==> src/common/acp_pkg.sv <==
// constants and types for the channel signal-path configuration block
// Contract
// (RULE1) each channel holds a reference select, first reference after reset
// (RULE2) host avoids inputs six and seven while a channel uses the second reference
// (RULE3) channel converts positive input selection minus negative input selection
// (RULE4) four differential channels on large variant, two on small variant
// (RULE5) seven single-ended channels on large variant, four on small variant
// (RULE6) input select fields carry the analog input number directly
// (RULE7) total gain is fixed stage (16x or bypass) times 1x, 2x, 4x or 8x
// (RULE8) each channel keeps its own gain select
// (RULE9) gain of 16 or more forces buffer in, else buffer-enable bit decides
// (RULE10) internal or external clock; detection mode stops oscillator once crystal seen
// (RULE11) results are 24-bit two's complement on the serial output
// (RULE12) output rate selectable from 1.6775 to 214.65 samples per second
// (RULE13) four-pin serial link: select_n, clock, data in, data out doubling as ready_n
// (RULE14) offset and gain correction on every result, gain trim of either sign
// (RULE15) ready_n pulses low once per result, 64 us slow rates, 4 us fast rates
package acp_pkg;
  localparam int CLK_MHZ = 200;
  localparam int MAX_CH = 7;
  localparam int CH_W = 3;
  localparam int RES_W = 24;
  localparam int TRIM_W = 16;
  localparam int TRIM_FRAC = 15;
  localparam int CMD_BITS = 8;
  localparam int DRDY_LONG_US = 64;
  localparam int DRDY_SHORT_US = 4;
  localparam int DRDY_LONG_CYC = DRDY_LONG_US * CLK_MHZ;
  localparam int DRDY_SHORT_CYC = DRDY_SHORT_US * CLK_MHZ;
  localparam int DRDY_CNT_W = 16;
  localparam int DIFF_CH_LARGE = 4;
  localparam int DIFF_CH_SMALL = 2;
  localparam int SE_CH_LARGE = 7;
  localparam int SE_CH_SMALL = 4;
  localparam logic [2:0] VIN_SHARED_LO = 3'h6;
  localparam logic [2:0] VIN_ABSENT_LO = 3'h3;
  localparam logic [2:0] VIN_ABSENT_HI = 3'h5;
  localparam logic [2:0] RATE_SLOW_MAX = 3'h3;
  localparam logic [2:0] RATE_DEFAULT = 3'h7;
  localparam logic [3:0] FIXED_GAIN_LOG2 = 4'h4;
  localparam logic [3:0] BUF_FORCE_LOG2 = 4'h4;
  localparam logic [RES_W-1:0] RES_MAX = 24'h7FFFFF;
  localparam logic [RES_W-1:0] RES_MIN = 24'h800000;

  typedef struct packed {
    logic [2:0] pos_sel;
    logic [2:0] neg_sel;
    logic ref2;
    logic fixed_on;
    logic [1:0] prog;
    logic buf_en;
    logic [2:0] rate;
  } acp_ch_cfg_t;

  localparam acp_ch_cfg_t CH_CFG_RST = '{3'h0, 3'h1, 1'b0, 1'b0, 2'h0, 1'b0, RATE_DEFAULT};

  typedef enum logic [1:0] {SPI_IDLE, SPI_CMD, SPI_DATA} acp_spi_t;
endpackage

==> src/hw/acp_path_cfg.sv <==
// per-channel signal-path configuration, result correction and serial read-out
module acp_path_cfg #(
  parameter bit LARGE_VARIANT = 1'b1,
  parameter int DRDY_LONG_CYC = acp_pkg::DRDY_LONG_CYC,
  parameter int DRDY_SHORT_CYC = acp_pkg::DRDY_SHORT_CYC
) (
  input wire logic core_clk_i,
  input wire logic arst_n_i,
  input wire logic clk_en_i,
  input wire logic single_ended_i,
  input wire logic cfg_wr_i,
  input wire logic [acp_pkg::CH_W-1:0] cfg_ch_i,
  input wire acp_pkg::acp_ch_cfg_t cfg_data_i,
  output logic cfg_err_o,
  input wire logic [acp_pkg::CH_W-1:0] conv_ch_i,
  output logic [2:0] pos_sel_o,
  output logic [2:0] neg_sel_o,
  output logic ref2_sel_o,
  output logic fixed_gain_stage_o,
  output logic [1:0] programmable_gain_stage_o,
  output logic [3:0] gain_log2_o,
  output logic buf_in_path_o,
  output logic [2:0] output_sample_rate_o,
  input wire logic ext_detect_mode_i,
  input wire logic external_crystal_seen_i,
  output logic int_osc_on_o,
  output logic ext_clk_sel_o,
  input wire logic conv_valid_i,
  input wire logic [acp_pkg::RES_W-1:0] conv_raw_i,
  input wire logic [acp_pkg::RES_W-1:0] cal_offset_i,
  input wire logic [acp_pkg::TRIM_W-1:0] cal_gain_trim_i,
  output logic [acp_pkg::RES_W-1:0] result_o,
  input wire logic chip_select_n_i,
  input wire logic sclk_i,
  input wire logic sdi_i,
  output logic serial_out_or_ready_n_o,
  output logic serial_out_oe_o
);
  import acp_pkg::*;

  typedef struct packed {
    acp_ch_cfg_t [MAX_CH-1:0] cfg;
    logic [MAX_CH-1:0][RES_W-1:0] res;
    logic [3:0][1:0] sync;
    logic edge_hist;
    logic external_crystal_seen;
    logic cfg_err;
    acp_ch_cfg_t cur;
    logic [RES_W-1:0] result;
    logic [DRDY_CNT_W-1:0] drdy_cnt;
    acp_spi_t spi;
    logic [4:0] bitcnt;
    logic [CMD_BITS-1:0] cmd;
    logic [RES_W-1:0] shift;
  } acp_state_t;

  acp_state_t st_r, st_nxt;

  // true when an input number is missing on the small variant
  function automatic logic vin_absent(input logic [2:0] v);
    vin_absent = !LARGE_VARIANT && (v >= VIN_ABSENT_LO) && (v <= VIN_ABSENT_HI);
  endfunction

  // total gain as a power of two: fixed stage plus programmable stage
  function automatic logic [3:0] gain_log2(input acp_ch_cfg_t c);
    gain_log2 = (c.fixed_on ? FIXED_GAIN_LOG2 : 4'h0) + {2'h0, c.prog};
  endfunction

  logic [3:0] ch_limit;
  logic wr_bad;
  logic signed [RES_W:0] diff;
  logic signed [RES_W+TRIM_W:0] prod;
  logic signed [RES_W+1:0] corr;
  logic [RES_W-1:0] corr_sat;
  logic s_csn, s_sclk, s_sdi, sclk_rise, sclk_fall;

  // synchronised pins and edges, read from the second stage onward
  assign s_csn = st_r.sync[0][1];
  assign s_sclk = st_r.sync[1][1];
  assign s_sdi = st_r.sync[2][1];
  assign sclk_rise = s_sclk && !st_r.edge_hist;
  assign sclk_fall = !s_sclk && st_r.edge_hist;

  // channel count limit per variant and wiring mode
  always_comb begin
    if (single_ended_i) begin
      ch_limit = LARGE_VARIANT ? 4'(SE_CH_LARGE) : 4'(SE_CH_SMALL); // see RULE5
    end else begin
      ch_limit = LARGE_VARIANT ? 4'(DIFF_CH_LARGE) : 4'(DIFF_CH_SMALL); // see RULE4
    end
    wr_bad = ({1'b0, cfg_ch_i} >= ch_limit)
      || vin_absent(cfg_data_i.pos_sel) || vin_absent(cfg_data_i.neg_sel) // see RULE4
      || (cfg_data_i.ref2 && (cfg_data_i.pos_sel >= VIN_SHARED_LO
      || cfg_data_i.neg_sel >= VIN_SHARED_LO)); // see RULE2
  end

  // offset removal and signed gain trim, saturated to 24 bits
  always_comb begin
    diff = $signed({conv_raw_i[RES_W-1], conv_raw_i})
      - $signed({cal_offset_i[RES_W-1], cal_offset_i}); // see RULE14
    prod = diff * $signed(cal_gain_trim_i);
    corr = (RES_W+2)'(diff) + (RES_W+2)'(prod >>> TRIM_FRAC); // see RULE14
    if (corr > $signed((RES_W+2)'(RES_MAX)) ) begin
      corr_sat = RES_MAX;
    end else if (corr < -$signed((RES_W+2)'({1'b0, RES_MIN}))) begin
      corr_sat = RES_MIN;
    end else begin
      corr_sat = corr[RES_W-1:0]; // see RULE11
    end
  end

  // next-state logic for the whole block
  always_comb begin
    st_nxt = st_r;
    st_nxt.cfg_err = 1'b0;
    st_nxt.sync[0] = {st_r.sync[0][0], chip_select_n_i};
    st_nxt.sync[1] = {st_r.sync[1][0], sclk_i};
    st_nxt.sync[2] = {st_r.sync[2][0], sdi_i};
    st_nxt.sync[3] = {st_r.sync[3][0], external_crystal_seen_i};
    st_nxt.edge_hist = s_sclk;
    // configuration writes, refused ones flagged
    if (cfg_wr_i) begin
      if (wr_bad) begin
        st_nxt.cfg_err = 1'b1;
      end else begin
        st_nxt.cfg[cfg_ch_i] = cfg_data_i; // see RULE8
      end
    end
    // the converting channel's setup
    if (conv_ch_i < CH_W'(MAX_CH)) begin
      st_nxt.cur = st_r.cfg[conv_ch_i]; // see RULE3
    end
    // crystal detection latches until detection mode is left
    if (!ext_detect_mode_i) begin
      st_nxt.external_crystal_seen = 1'b0;
    end else if (st_r.sync[3][1]) begin
      st_nxt.external_crystal_seen = 1'b1; // see RULE10
    end
    // results and the ready pulse
    if (st_r.drdy_cnt != '0) begin
      st_nxt.drdy_cnt = st_r.drdy_cnt - DRDY_CNT_W'(1);
    end
    if (conv_valid_i && conv_ch_i < CH_W'(MAX_CH)) begin
      st_nxt.res[conv_ch_i] = corr_sat;
      st_nxt.result = corr_sat;
      st_nxt.drdy_cnt = (st_r.cfg[conv_ch_i].rate <= RATE_SLOW_MAX)
        ? DRDY_CNT_W'(DRDY_LONG_CYC) : DRDY_CNT_W'(DRDY_SHORT_CYC); // see RULE15
    end
    // serial frame: command byte in, 24-bit result out
    case (st_r.spi)
      SPI_IDLE: begin
        st_nxt.bitcnt = '0;
        if (!s_csn) begin
          st_nxt.spi = SPI_CMD;
        end
      end
      SPI_CMD: begin
        if (sclk_rise) begin
          st_nxt.cmd = {st_r.cmd[CMD_BITS-2:0], s_sdi}; // see RULE13
          st_nxt.bitcnt = st_r.bitcnt + 5'h1;
        end
        if (sclk_fall && st_r.bitcnt == 5'(CMD_BITS)) begin
          st_nxt.spi = SPI_DATA;
          st_nxt.bitcnt = '0;
          st_nxt.shift = (st_r.cmd[CH_W-1:0] < CH_W'(MAX_CH))
            ? st_r.res[st_r.cmd[CH_W-1:0]] : '0;
        end
      end
      SPI_DATA: begin
        if (sclk_fall) begin
          st_nxt.shift = {st_r.shift[RES_W-2:0], 1'b0}; // see RULE11
        end
      end
      default: st_nxt.spi = SPI_IDLE;
    endcase
    if (s_csn) begin
      st_nxt.spi = SPI_IDLE;
    end
  end

  // state register with clock enable
  always_ff @(posedge core_clk_i or negedge arst_n_i) begin
    if (!arst_n_i) begin
      st_r <= '0;
      st_r.cfg <= {MAX_CH{CH_CFG_RST}}; // see RULE1
      st_r.sync[0] <= '1; // select idles high, clock, data and crystal idle low
      st_r.cur <= CH_CFG_RST;
      st_r.spi <= SPI_IDLE;
    end else if (clk_en_i) begin
      st_r <= st_nxt;
    end
  end

  // outputs
  assign pos_sel_o = st_r.cur.pos_sel; // see RULE6
  assign neg_sel_o = st_r.cur.neg_sel; // see RULE6
  assign ref2_sel_o = st_r.cur.ref2; // see RULE1
  assign fixed_gain_stage_o = st_r.cur.fixed_on; // see RULE7
  assign programmable_gain_stage_o = st_r.cur.prog;
  assign gain_log2_o = gain_log2(st_r.cur); // see RULE7
  assign buf_in_path_o = (gain_log2(st_r.cur) >= BUF_FORCE_LOG2) || st_r.cur.buf_en; // see RULE9
  assign output_sample_rate_o = st_r.cur.rate; // see RULE12
  assign int_osc_on_o = !st_r.external_crystal_seen; // see RULE10
  assign ext_clk_sel_o = st_r.external_crystal_seen;
  assign cfg_err_o = st_r.cfg_err;
  assign result_o = st_r.result;
  assign serial_out_or_ready_n_o = (st_r.spi == SPI_DATA) ? st_r.shift[RES_W-1]
    : (st_r.drdy_cnt == '0); // see RULE13
  assign serial_out_oe_o = 1'b1;

  // checks
  a_buf_forced: assert property (@(posedge core_clk_i) disable iff (!arst_n_i) // see RULE9
    st_r.cur.fixed_on |-> buf_in_path_o) else $error("buffer not forced at high gain");
  a_gain_value: assert property (@(posedge core_clk_i) disable iff (!arst_n_i) // see RULE7
    gain_log2_o == {1'b0, st_r.cur.fixed_on, st_r.cur.prog})
    else $error("total gain wrong");
  a_ref_default: assert property (@(posedge core_clk_i) disable iff (!arst_n_i) // see RULE1
    $rose(arst_n_i) |-> !ref2_sel_o) else $error("reference not first after reset");
  a_bad_wr_flag: assert property (@(posedge core_clk_i) disable iff (!arst_n_i) // see RULE4
    clk_en_i && cfg_wr_i && {1'b0, cfg_ch_i} >= ch_limit |=> cfg_err_o)
    else $error("out-of-range channel write accepted");
  a_wr_store: assert property (@(posedge core_clk_i) disable iff (!arst_n_i) // see RULE6
    clk_en_i && cfg_wr_i && !wr_bad ##1 clk_en_i && conv_ch_i == $past(cfg_ch_i)
    |=> pos_sel_o == $past(cfg_data_i.pos_sel, 2)) else $error("config not applied");
  a_osc_off: assert property (@(posedge core_clk_i) disable iff (!arst_n_i) // see RULE10
    clk_en_i && ext_detect_mode_i && st_r.sync[3][1] |=> !int_osc_on_o)
    else $error("oscillator left on after detection");
  a_drdy_low: assert property (@(posedge core_clk_i) disable iff (!arst_n_i) // see RULE15
    clk_en_i && conv_valid_i && conv_ch_i < CH_W'(MAX_CH) && s_csn
    |=> !serial_out_or_ready_n_o) else $error("ready line not low after result");
  a_drdy_pulse: assert property (@(posedge core_clk_i) disable iff (!arst_n_i) // see RULE15
    clk_en_i && conv_valid_i && conv_ch_i < CH_W'(MAX_CH) |=> st_r.drdy_cnt != '0)
    else $error("ready pulse not started");
  a_result_sat: assert property (@(posedge core_clk_i) disable iff (!arst_n_i) // see RULE14
    clk_en_i && conv_valid_i && conv_ch_i < CH_W'(MAX_CH) |=> result_o == $past(corr_sat))
    else $error("result not captured");
  c_cfg_write: cover property (@(posedge core_clk_i) clk_en_i && cfg_wr_i && !wr_bad);
  c_result: cover property (@(posedge core_clk_i) conv_valid_i && clk_en_i);
  c_spi_data: cover property (@(posedge core_clk_i) st_r.spi == SPI_DATA);
endmodule

==> config.mk <==
export PLATFORM = sky130hd
export DESIGN_NAME = acp_path_cfg
export DESIGN_NICKNAME = d
export VERILOG_FILES = /design/src/common/acp_pkg.sv /design/src/hw/acp_path_cfg.sv
export SDC_FILE = /design/constraint.sdc
export NUM_CORES = 2
export LEC_CHECK = 0
export BUFFER_PORTS_ARGS = -buffer_cell sky130_fd_sc_hd__buf_2
export CAP_MARGIN = 5
export CORE_MARGIN = 2
export CORE_UTILIZATION = 40
export CTS_CLUSTER_DIAMETER = 30
export DETAILED_ROUTE_END_ITERATION = 16
export PLACE_DENSITY = 0.55
export SYNTH_ARGS = -nofsm -noshare
export SYNTH_HDL_FRONTEND = slang
export SYNTH_SLANG_ARGS = --single-unit
==> constraint.sdc <==
create_clock -name core_clk_i -period 5.68 [get_ports core_clk_i]
set_input_delay 0.568 -clock core_clk_i [delete_from_list [all_inputs] [get_ports core_clk_i]]
set_output_delay 0.568 -clock core_clk_i [all_outputs]
set_load 0.02 [all_outputs]
Word-level counts from Yosys, hierarchy flattened. Cells that the tools add are included.

Logic and storage cells: 165. Bits of input ports: 95. Register bits after elaboration: 370. Output and inout port bits: 47.

Bitwise logic cells: 1. Equality and inequality tests: 9. Muxes and demuxes: 31. $lt $le $gt $ge: 14. Add/subtract/negate cells: 5. Reductions and logical operators: 28. $mul: 1.

Operators with widths (count): bitwise mux 168 bit (1); two-way mux 24 bit (7); bitwise mux 98 bit (1); binary-select mux 24 bit (select 3 bit) (1); demux 24 bit (select 3 bit) (1); case mux 24 bit (2 select lines) (1); binary-select mux 14 bit (select 3 bit) (1); demux 14 bit (select 3 bit) (1); two-way mux 14 bit (3); multiplier 25 x 16 -> 41 bit (1); two-way mux 16 bit (2); adder 25 x 26 -> 26 bit (1); > comparator 26 x 24 -> 1 bit (second input constant) (1); less-than comparator 26 x 24 -> 1 bit (second input constant) (1); subtractor 24 x 24 -> 25 bit (1); logical NOT 16 bit (1); nonzero test 16 bit (1); subtractor 16 x 1 -> 16 bit (second input constant) (1); two-way mux 13 bit (1); less-than comparator 3 x 4 -> 1 bit (second input constant) (3); AND reduction 3 bit (4); case mux 5 bit (2 select lines) (1); AND reduction 2 bit (4); logical AND 1 bit (7); 25 further kinds (42).

Logic depth before layout (Yosys ltp).
Word-level depth: 7. Depth in mapped cells: 46.

Worst setup path after synthesis. Ideal clock, no wire load.

Kind: input port to flip-flop. From: input port cal_offset_i[7] (netlist name). To: register st_r (netlist bit result_o[16]). Arrival time: 11.026 ns. Slack: -5.413 ns. Library setup time: 0.067 ns. Path buffers: 2. Required time: 5.613 ns. Cell stages on the path: 43. Path through: inv_1 > ha_1 > a21o_1 > a2111oi_0 > a21oi_1 > nand4_1 > a21oi_1 > or3_1 > a21oi_1 > xnor2_1 > clkbuf_1 > nand2_1 > fa_1 > fa_1 > fa_1 > fa_1 > inv_1 > fa_1 > [... 7 more ...] > o21ai_0 > a21boi_0 > o21a_1 > o21a_1 > or4_1 > o311ai_0 > ha_1 > a21oi_1 > o21ai_0 > a21oi_1 > o221ai_1 > and4_1 > nor4_2 > a21boi_1 > mux2i_4 > buf_6 > and2_1 > a22o_1.

Cells in the longest elaborated chain, start to end: 6. Elaborated cells between the ends (all ways): 7. Those cells by class: add/sub: 2; mul: 1; order compare: 2; mux: 2.

Ends and longest elaborated chain: from (decl) (line acp_path_cfg.sv:30) `input wire logic [acp_pkg::RES_W-1:0] cal_offset_i,`; subtractor 24 x 24 -> 25 bit * (line acp_path_cfg.sv:100) `- $signed({cal_offset_i[RES_W-1], cal_offset_i});`; multiplier 25 x 16 -> 41 bit (line acp_path_cfg.sv:101) `prod = diff * $signed(cal_gain_trim_i);`; adder 25 x 26 -> 26 bit * (line acp_path_cfg.sv:102) `corr = (RES_W+2)'(diff) + (RES_W+2)'(prod >>> TRIM_FRAC);`; less-than comparator 26 x 24 -> 1 bit (line acp_path_cfg.sv:105) `end else if (corr < -$signed((RES_W+2)'({1'b0, RES_MIN}))) begin`; two-way mux 24 bit (line acp_path_cfg.sv:105); two-way mux 24 bit * (line acp_path_cfg.sv:103) `if (corr > $signed((RES_W+2)'(RES_MAX)) ) begin`; to (signal assigned) (line acp_path_cfg.sv:190) `st_r <= st_nxt;`; to (decl) (line acp_path_cfg.sv:57) `acp_state_t st_r, st_nxt;`.

Every way passes the cells marked *; elsewhere a longest branch is shown, timed or not. A chain may end at the register's enable or synchronous reset.

Final worst setup path.
From: input port cal_offset_i[7] (netlist name). To: register st_r[140] (netlist name).

Cells in the longest elaborated chain, start to end: 7. Elaborated cells between the ends (all ways): 8. Those cells by class: add/sub: 2; mul: 1; order compare: 2; mux: 3.

Ends and longest elaborated chain: subtractor 24 x 24 -> 25 bit * (line acp_path_cfg.sv:100); multiplier 25 x 16 -> 41 bit (line acp_path_cfg.sv:101); adder 25 x 26 -> 26 bit * (line acp_path_cfg.sv:102); less-than comparator 26 x 24 -> 1 bit (line acp_path_cfg.sv:105); two-way mux 24 bit (line acp_path_cfg.sv:105); two-way mux 24 bit * (line acp_path_cfg.sv:103); bitwise mux 168 bit * (line acp_path_cfg.sv:144) `st_nxt.res[conv_ch_i] = corr_sat;`.

Marked as above.

==> results.cfg <==
[run_status]
status = finished, violations left
violations = capacitance limit, slew limit, setup timing

[timing]
slew_headroom_pct = -28.4
fin_ws_ns = -4.42
final_max_slew_viol_count = 7
period_share_pct = 178
fin_crit_ns = 10.10
setup_viol = 192
hold_viol = 0
skew_ns = 0.0255
rsz0062_at_grt = yes
worstMarginPinSlew_ns = 1.91
fmax_ghz = 0.0990
hold_ws_ns = 0.0836

[synth]
synth_warnings = 0
synthArstFlopShare_pct = 100
yosys.area.top_type_share_pct = 25.4
ys_ff_latch = 365
yosysSeqAreaShare_pct = 28.2
syn-cell-area_mm2 = 0.0326
synth_cell_types = 78
syn-num-nets = 4019
synth_flop_cell = dfrtp_1
syn_avg_cell_area_um2 = 9.63
synth_cells = 3384
synth-edff-count = 0
synthTopCellsByArea = dfrtp_1 (25%), fa_1 (24%), ha_1 (5.8%), nand2_1 (5.6%), inv_1 (5.5%)
synth_top_cell_by_area = dfrtp_1

[drt]
wl_per_cell_um = 18.1
vias = 25400
ant_nets = 0
avgViaCountPerCell = 5.06
first_iter_violations = 1584
dr.pass1.iters = 5
wirelength_um = 91100
drc = 0

[floorplanning]
num_io_pins = 142
chipHeight_um = 289
core_area_mm2 = 0.0805
start_util_pct = 40.4
die_area_mm2 = 0.0838
die_x_um = 289
rows = 104

[placement]
gp_congestion = 0.816
dp_hpwl_um = 65200
io_buffer_count = 139
placedInstanceArea_mm2 = 0.0375

[clock_tree]
cts_tree = built
clock-sinks = 365
numCtsBuffers = 72
clk_path_buf_depth = 3
clk_pin_slew_ns = 0.05
cts_hold_buffers = 0
htreeDepth = 3
root_buffer = clkbuf_16
clk_latency_ns = 0.59

[cells_and_area]
utilization_pct = 52.3
multi_input_area_mm2 = 0.0225
fin_area_mm2 = 0.0421
final_cell_mix = nand2_1 (482), inv_1 (465), buf_4 (438)
layout-drive-gt1-share_pct = 31.6
area_delta_synth_final_pct = 29.4
final_common_cell = nand2_1
diodes = 0
seqCellArea_mm2 = 0.00918
nets = 4545
n_fill_cell = 7347

[run]
max_cap_violations = 1

[global_route]
grt_max_degree = 136
grt_pass1_wl_um = 146000
antenna_found_initial = 0
track_usage_pct = 22.1
first_global_vias = 26900
overflow = 0

[worst_setup_path]
worstPathArrival_ns = 10.59
crit_path_start_kind = input port
required_ns = 6.17
max_stage_delay_ns = 0.57
worst_path_most_repeated_cell = fa_1
worstPathMaxFanout = 8
path_class = input port to register
slowest_stage = or4_4
endpoint_kind = register

[min_path]
hold_path_class = input port to asynchronous set/reset pin
## flip-flops by register name, indices dropped and copies added (netlist names)
name and flops:
ext_clk_sel_o 1, programmable_gain_stage_o 2, ref2_sel_o 1, output_sample_rate_o 3
neg_sel_o 3, result_o 24, s_csn 1, cfg_err_o 1
s_sclk 1, pos_sel_o 3, fixed_gain_stage_o 1, s_sdi 1
st_r 319, st_nxt 4
## worst max-delay path, delay by kind of cell
kind | cells | cell delay [ns]
compound gates | 12 | 2.23
xor+xnor | 1 | 0.20
fa+ha+maj | 9 | 3.72
buf+inv | 12 | 1.35
mux | 2 | 0.33
simple gates | 10 | 2.14
## per-stage QoR
stage                     instances  setup TNS, ns  setup slack [ns]
after global placement         4823        -981.48             -5.33
after global routing           5026        -900.13             -4.80
after floorplan                3384        -837.98             -4.51
after detailed placement       4823       -1003.41             -5.47
final                          5026        -827.69             -4.42
after CTS                      4993        -811.49             -4.32
## layer usage
| metal | up-vias | wire [um] | track usage (%) |
|---|---|---|---|
| li1 | 12000 | - | - |
| met1 | 12700 | 40600 | 29.7 |
| met2 | 549 | 44700 | 38.2 |
| met3 | 113 | 3920 | 2.64 |
| met4 | 0 | 1850 | 5.50 |
| met5 | - | 0 | 0 |
## cell type report
type                            instances  area share [%]
Sequential cell                       365            21.8
Inverter                              478            4.29
Tap cell                             1060            3.15
Timing Repair Buffer                  628            11.7
Multi-Input combinational cell       2365            53.4
Clock buffer                           95            4.74
Clock inverter                         35           0.929
## synthesized netlist by cell type (3+ instances only)
| master | instances |
|---|---|
| a2111oi_0 | 4 |
| a211oi_1 | 33 |
| a21boi_0 | 6 |
| a21o_1 | 33 |
| a21oi_1 | 104 |
| a221oi_1 | 6 |
| a22o_1 | 18 |
| a31oi_1 | 16 |
| and2_1 | 154 |
| and3_1 | 5 |
| and4_1 | 3 |
| buf_1 | 14 |
| buf_2 | 9 |
| buf_4 | 40 |
| clkbuf_1 | 125 |
| dfrtp_1 | 331 |
| dfstp_2 | 34 |
| fa_1 | 389 |
| ha_1 | 151 |
| inv_1 | 478 |
| mux2_2 | 113 |
| mux2i_1 | 43 |
| mux4_2 | 35 |
| nand2_1 | 487 |
| nand2_4 | 8 |
| nand2b_1 | 19 |
| nand3_1 | 20 |
| nand3b_1 | 3 |
| nand4_1 | 12 |
| nor2_1 | 166 |
| nor2b_1 | 37 |
| nor3_1 | 32 |
| nor4_1 | 9 |
| o211ai_1 | 17 |
| o21a_1 | 18 |
| o21ai_0 | 174 |
| o21ai_1 | 98 |
| o21bai_1 | 6 |
| o22a_1 | 3 |
| o22ai_1 | 4 |
| or2_2 | 7 |
| or3_1 | 8 |
| xnor2_1 | 52 |
| xor2_1 | 17 |
## path summary, 6_finish.rpt
check / startpoint / endpoint / slack [ns] / cells past startpoint
worst max-delay path: cal_offset_i[7] / st_r[140] / -4.42 / 46
worst min-delay path: arst_n_i / st_r[11] / 0.08 / 1
worst max register to register: st_r[45] / st_r[46] / 2.83 / 10
worst min register to register: st_r[224] / st_r[224] / 0.47 / 2
max in group asynchronous: arst_n_i / st_r[275] / 4.27 / 2
min in group core_clk_i: sdi_i / st_nxt[101] / 0.21 / 2
## logic make-up after synthesis
family / Yosys count / share of synthesized area, %
AO/OA/AOI/OAI: 572 / 10.5
XOR/XNOR: 70 / 1.93
adder cells (fa/ha/maj): 540 / 29.7
buffers and inverters: 668 / 8.22
flip-flops: 365 / 28.2
multiplexers: 192 / 7.72
other: 2 / 0.0231
AND/OR/NAND/NOR: 975 / 13.7
## what timing repair did
action,CTS,global route
buffers inserted,26,30
cloned,15,4
setup endpoints to repair,192,192
pin swaps,98,91
resized for setup,211,122
Power is not shown: default switching activity piles up to over one toggle a cycle in this logic, so the estimate is an artifact.
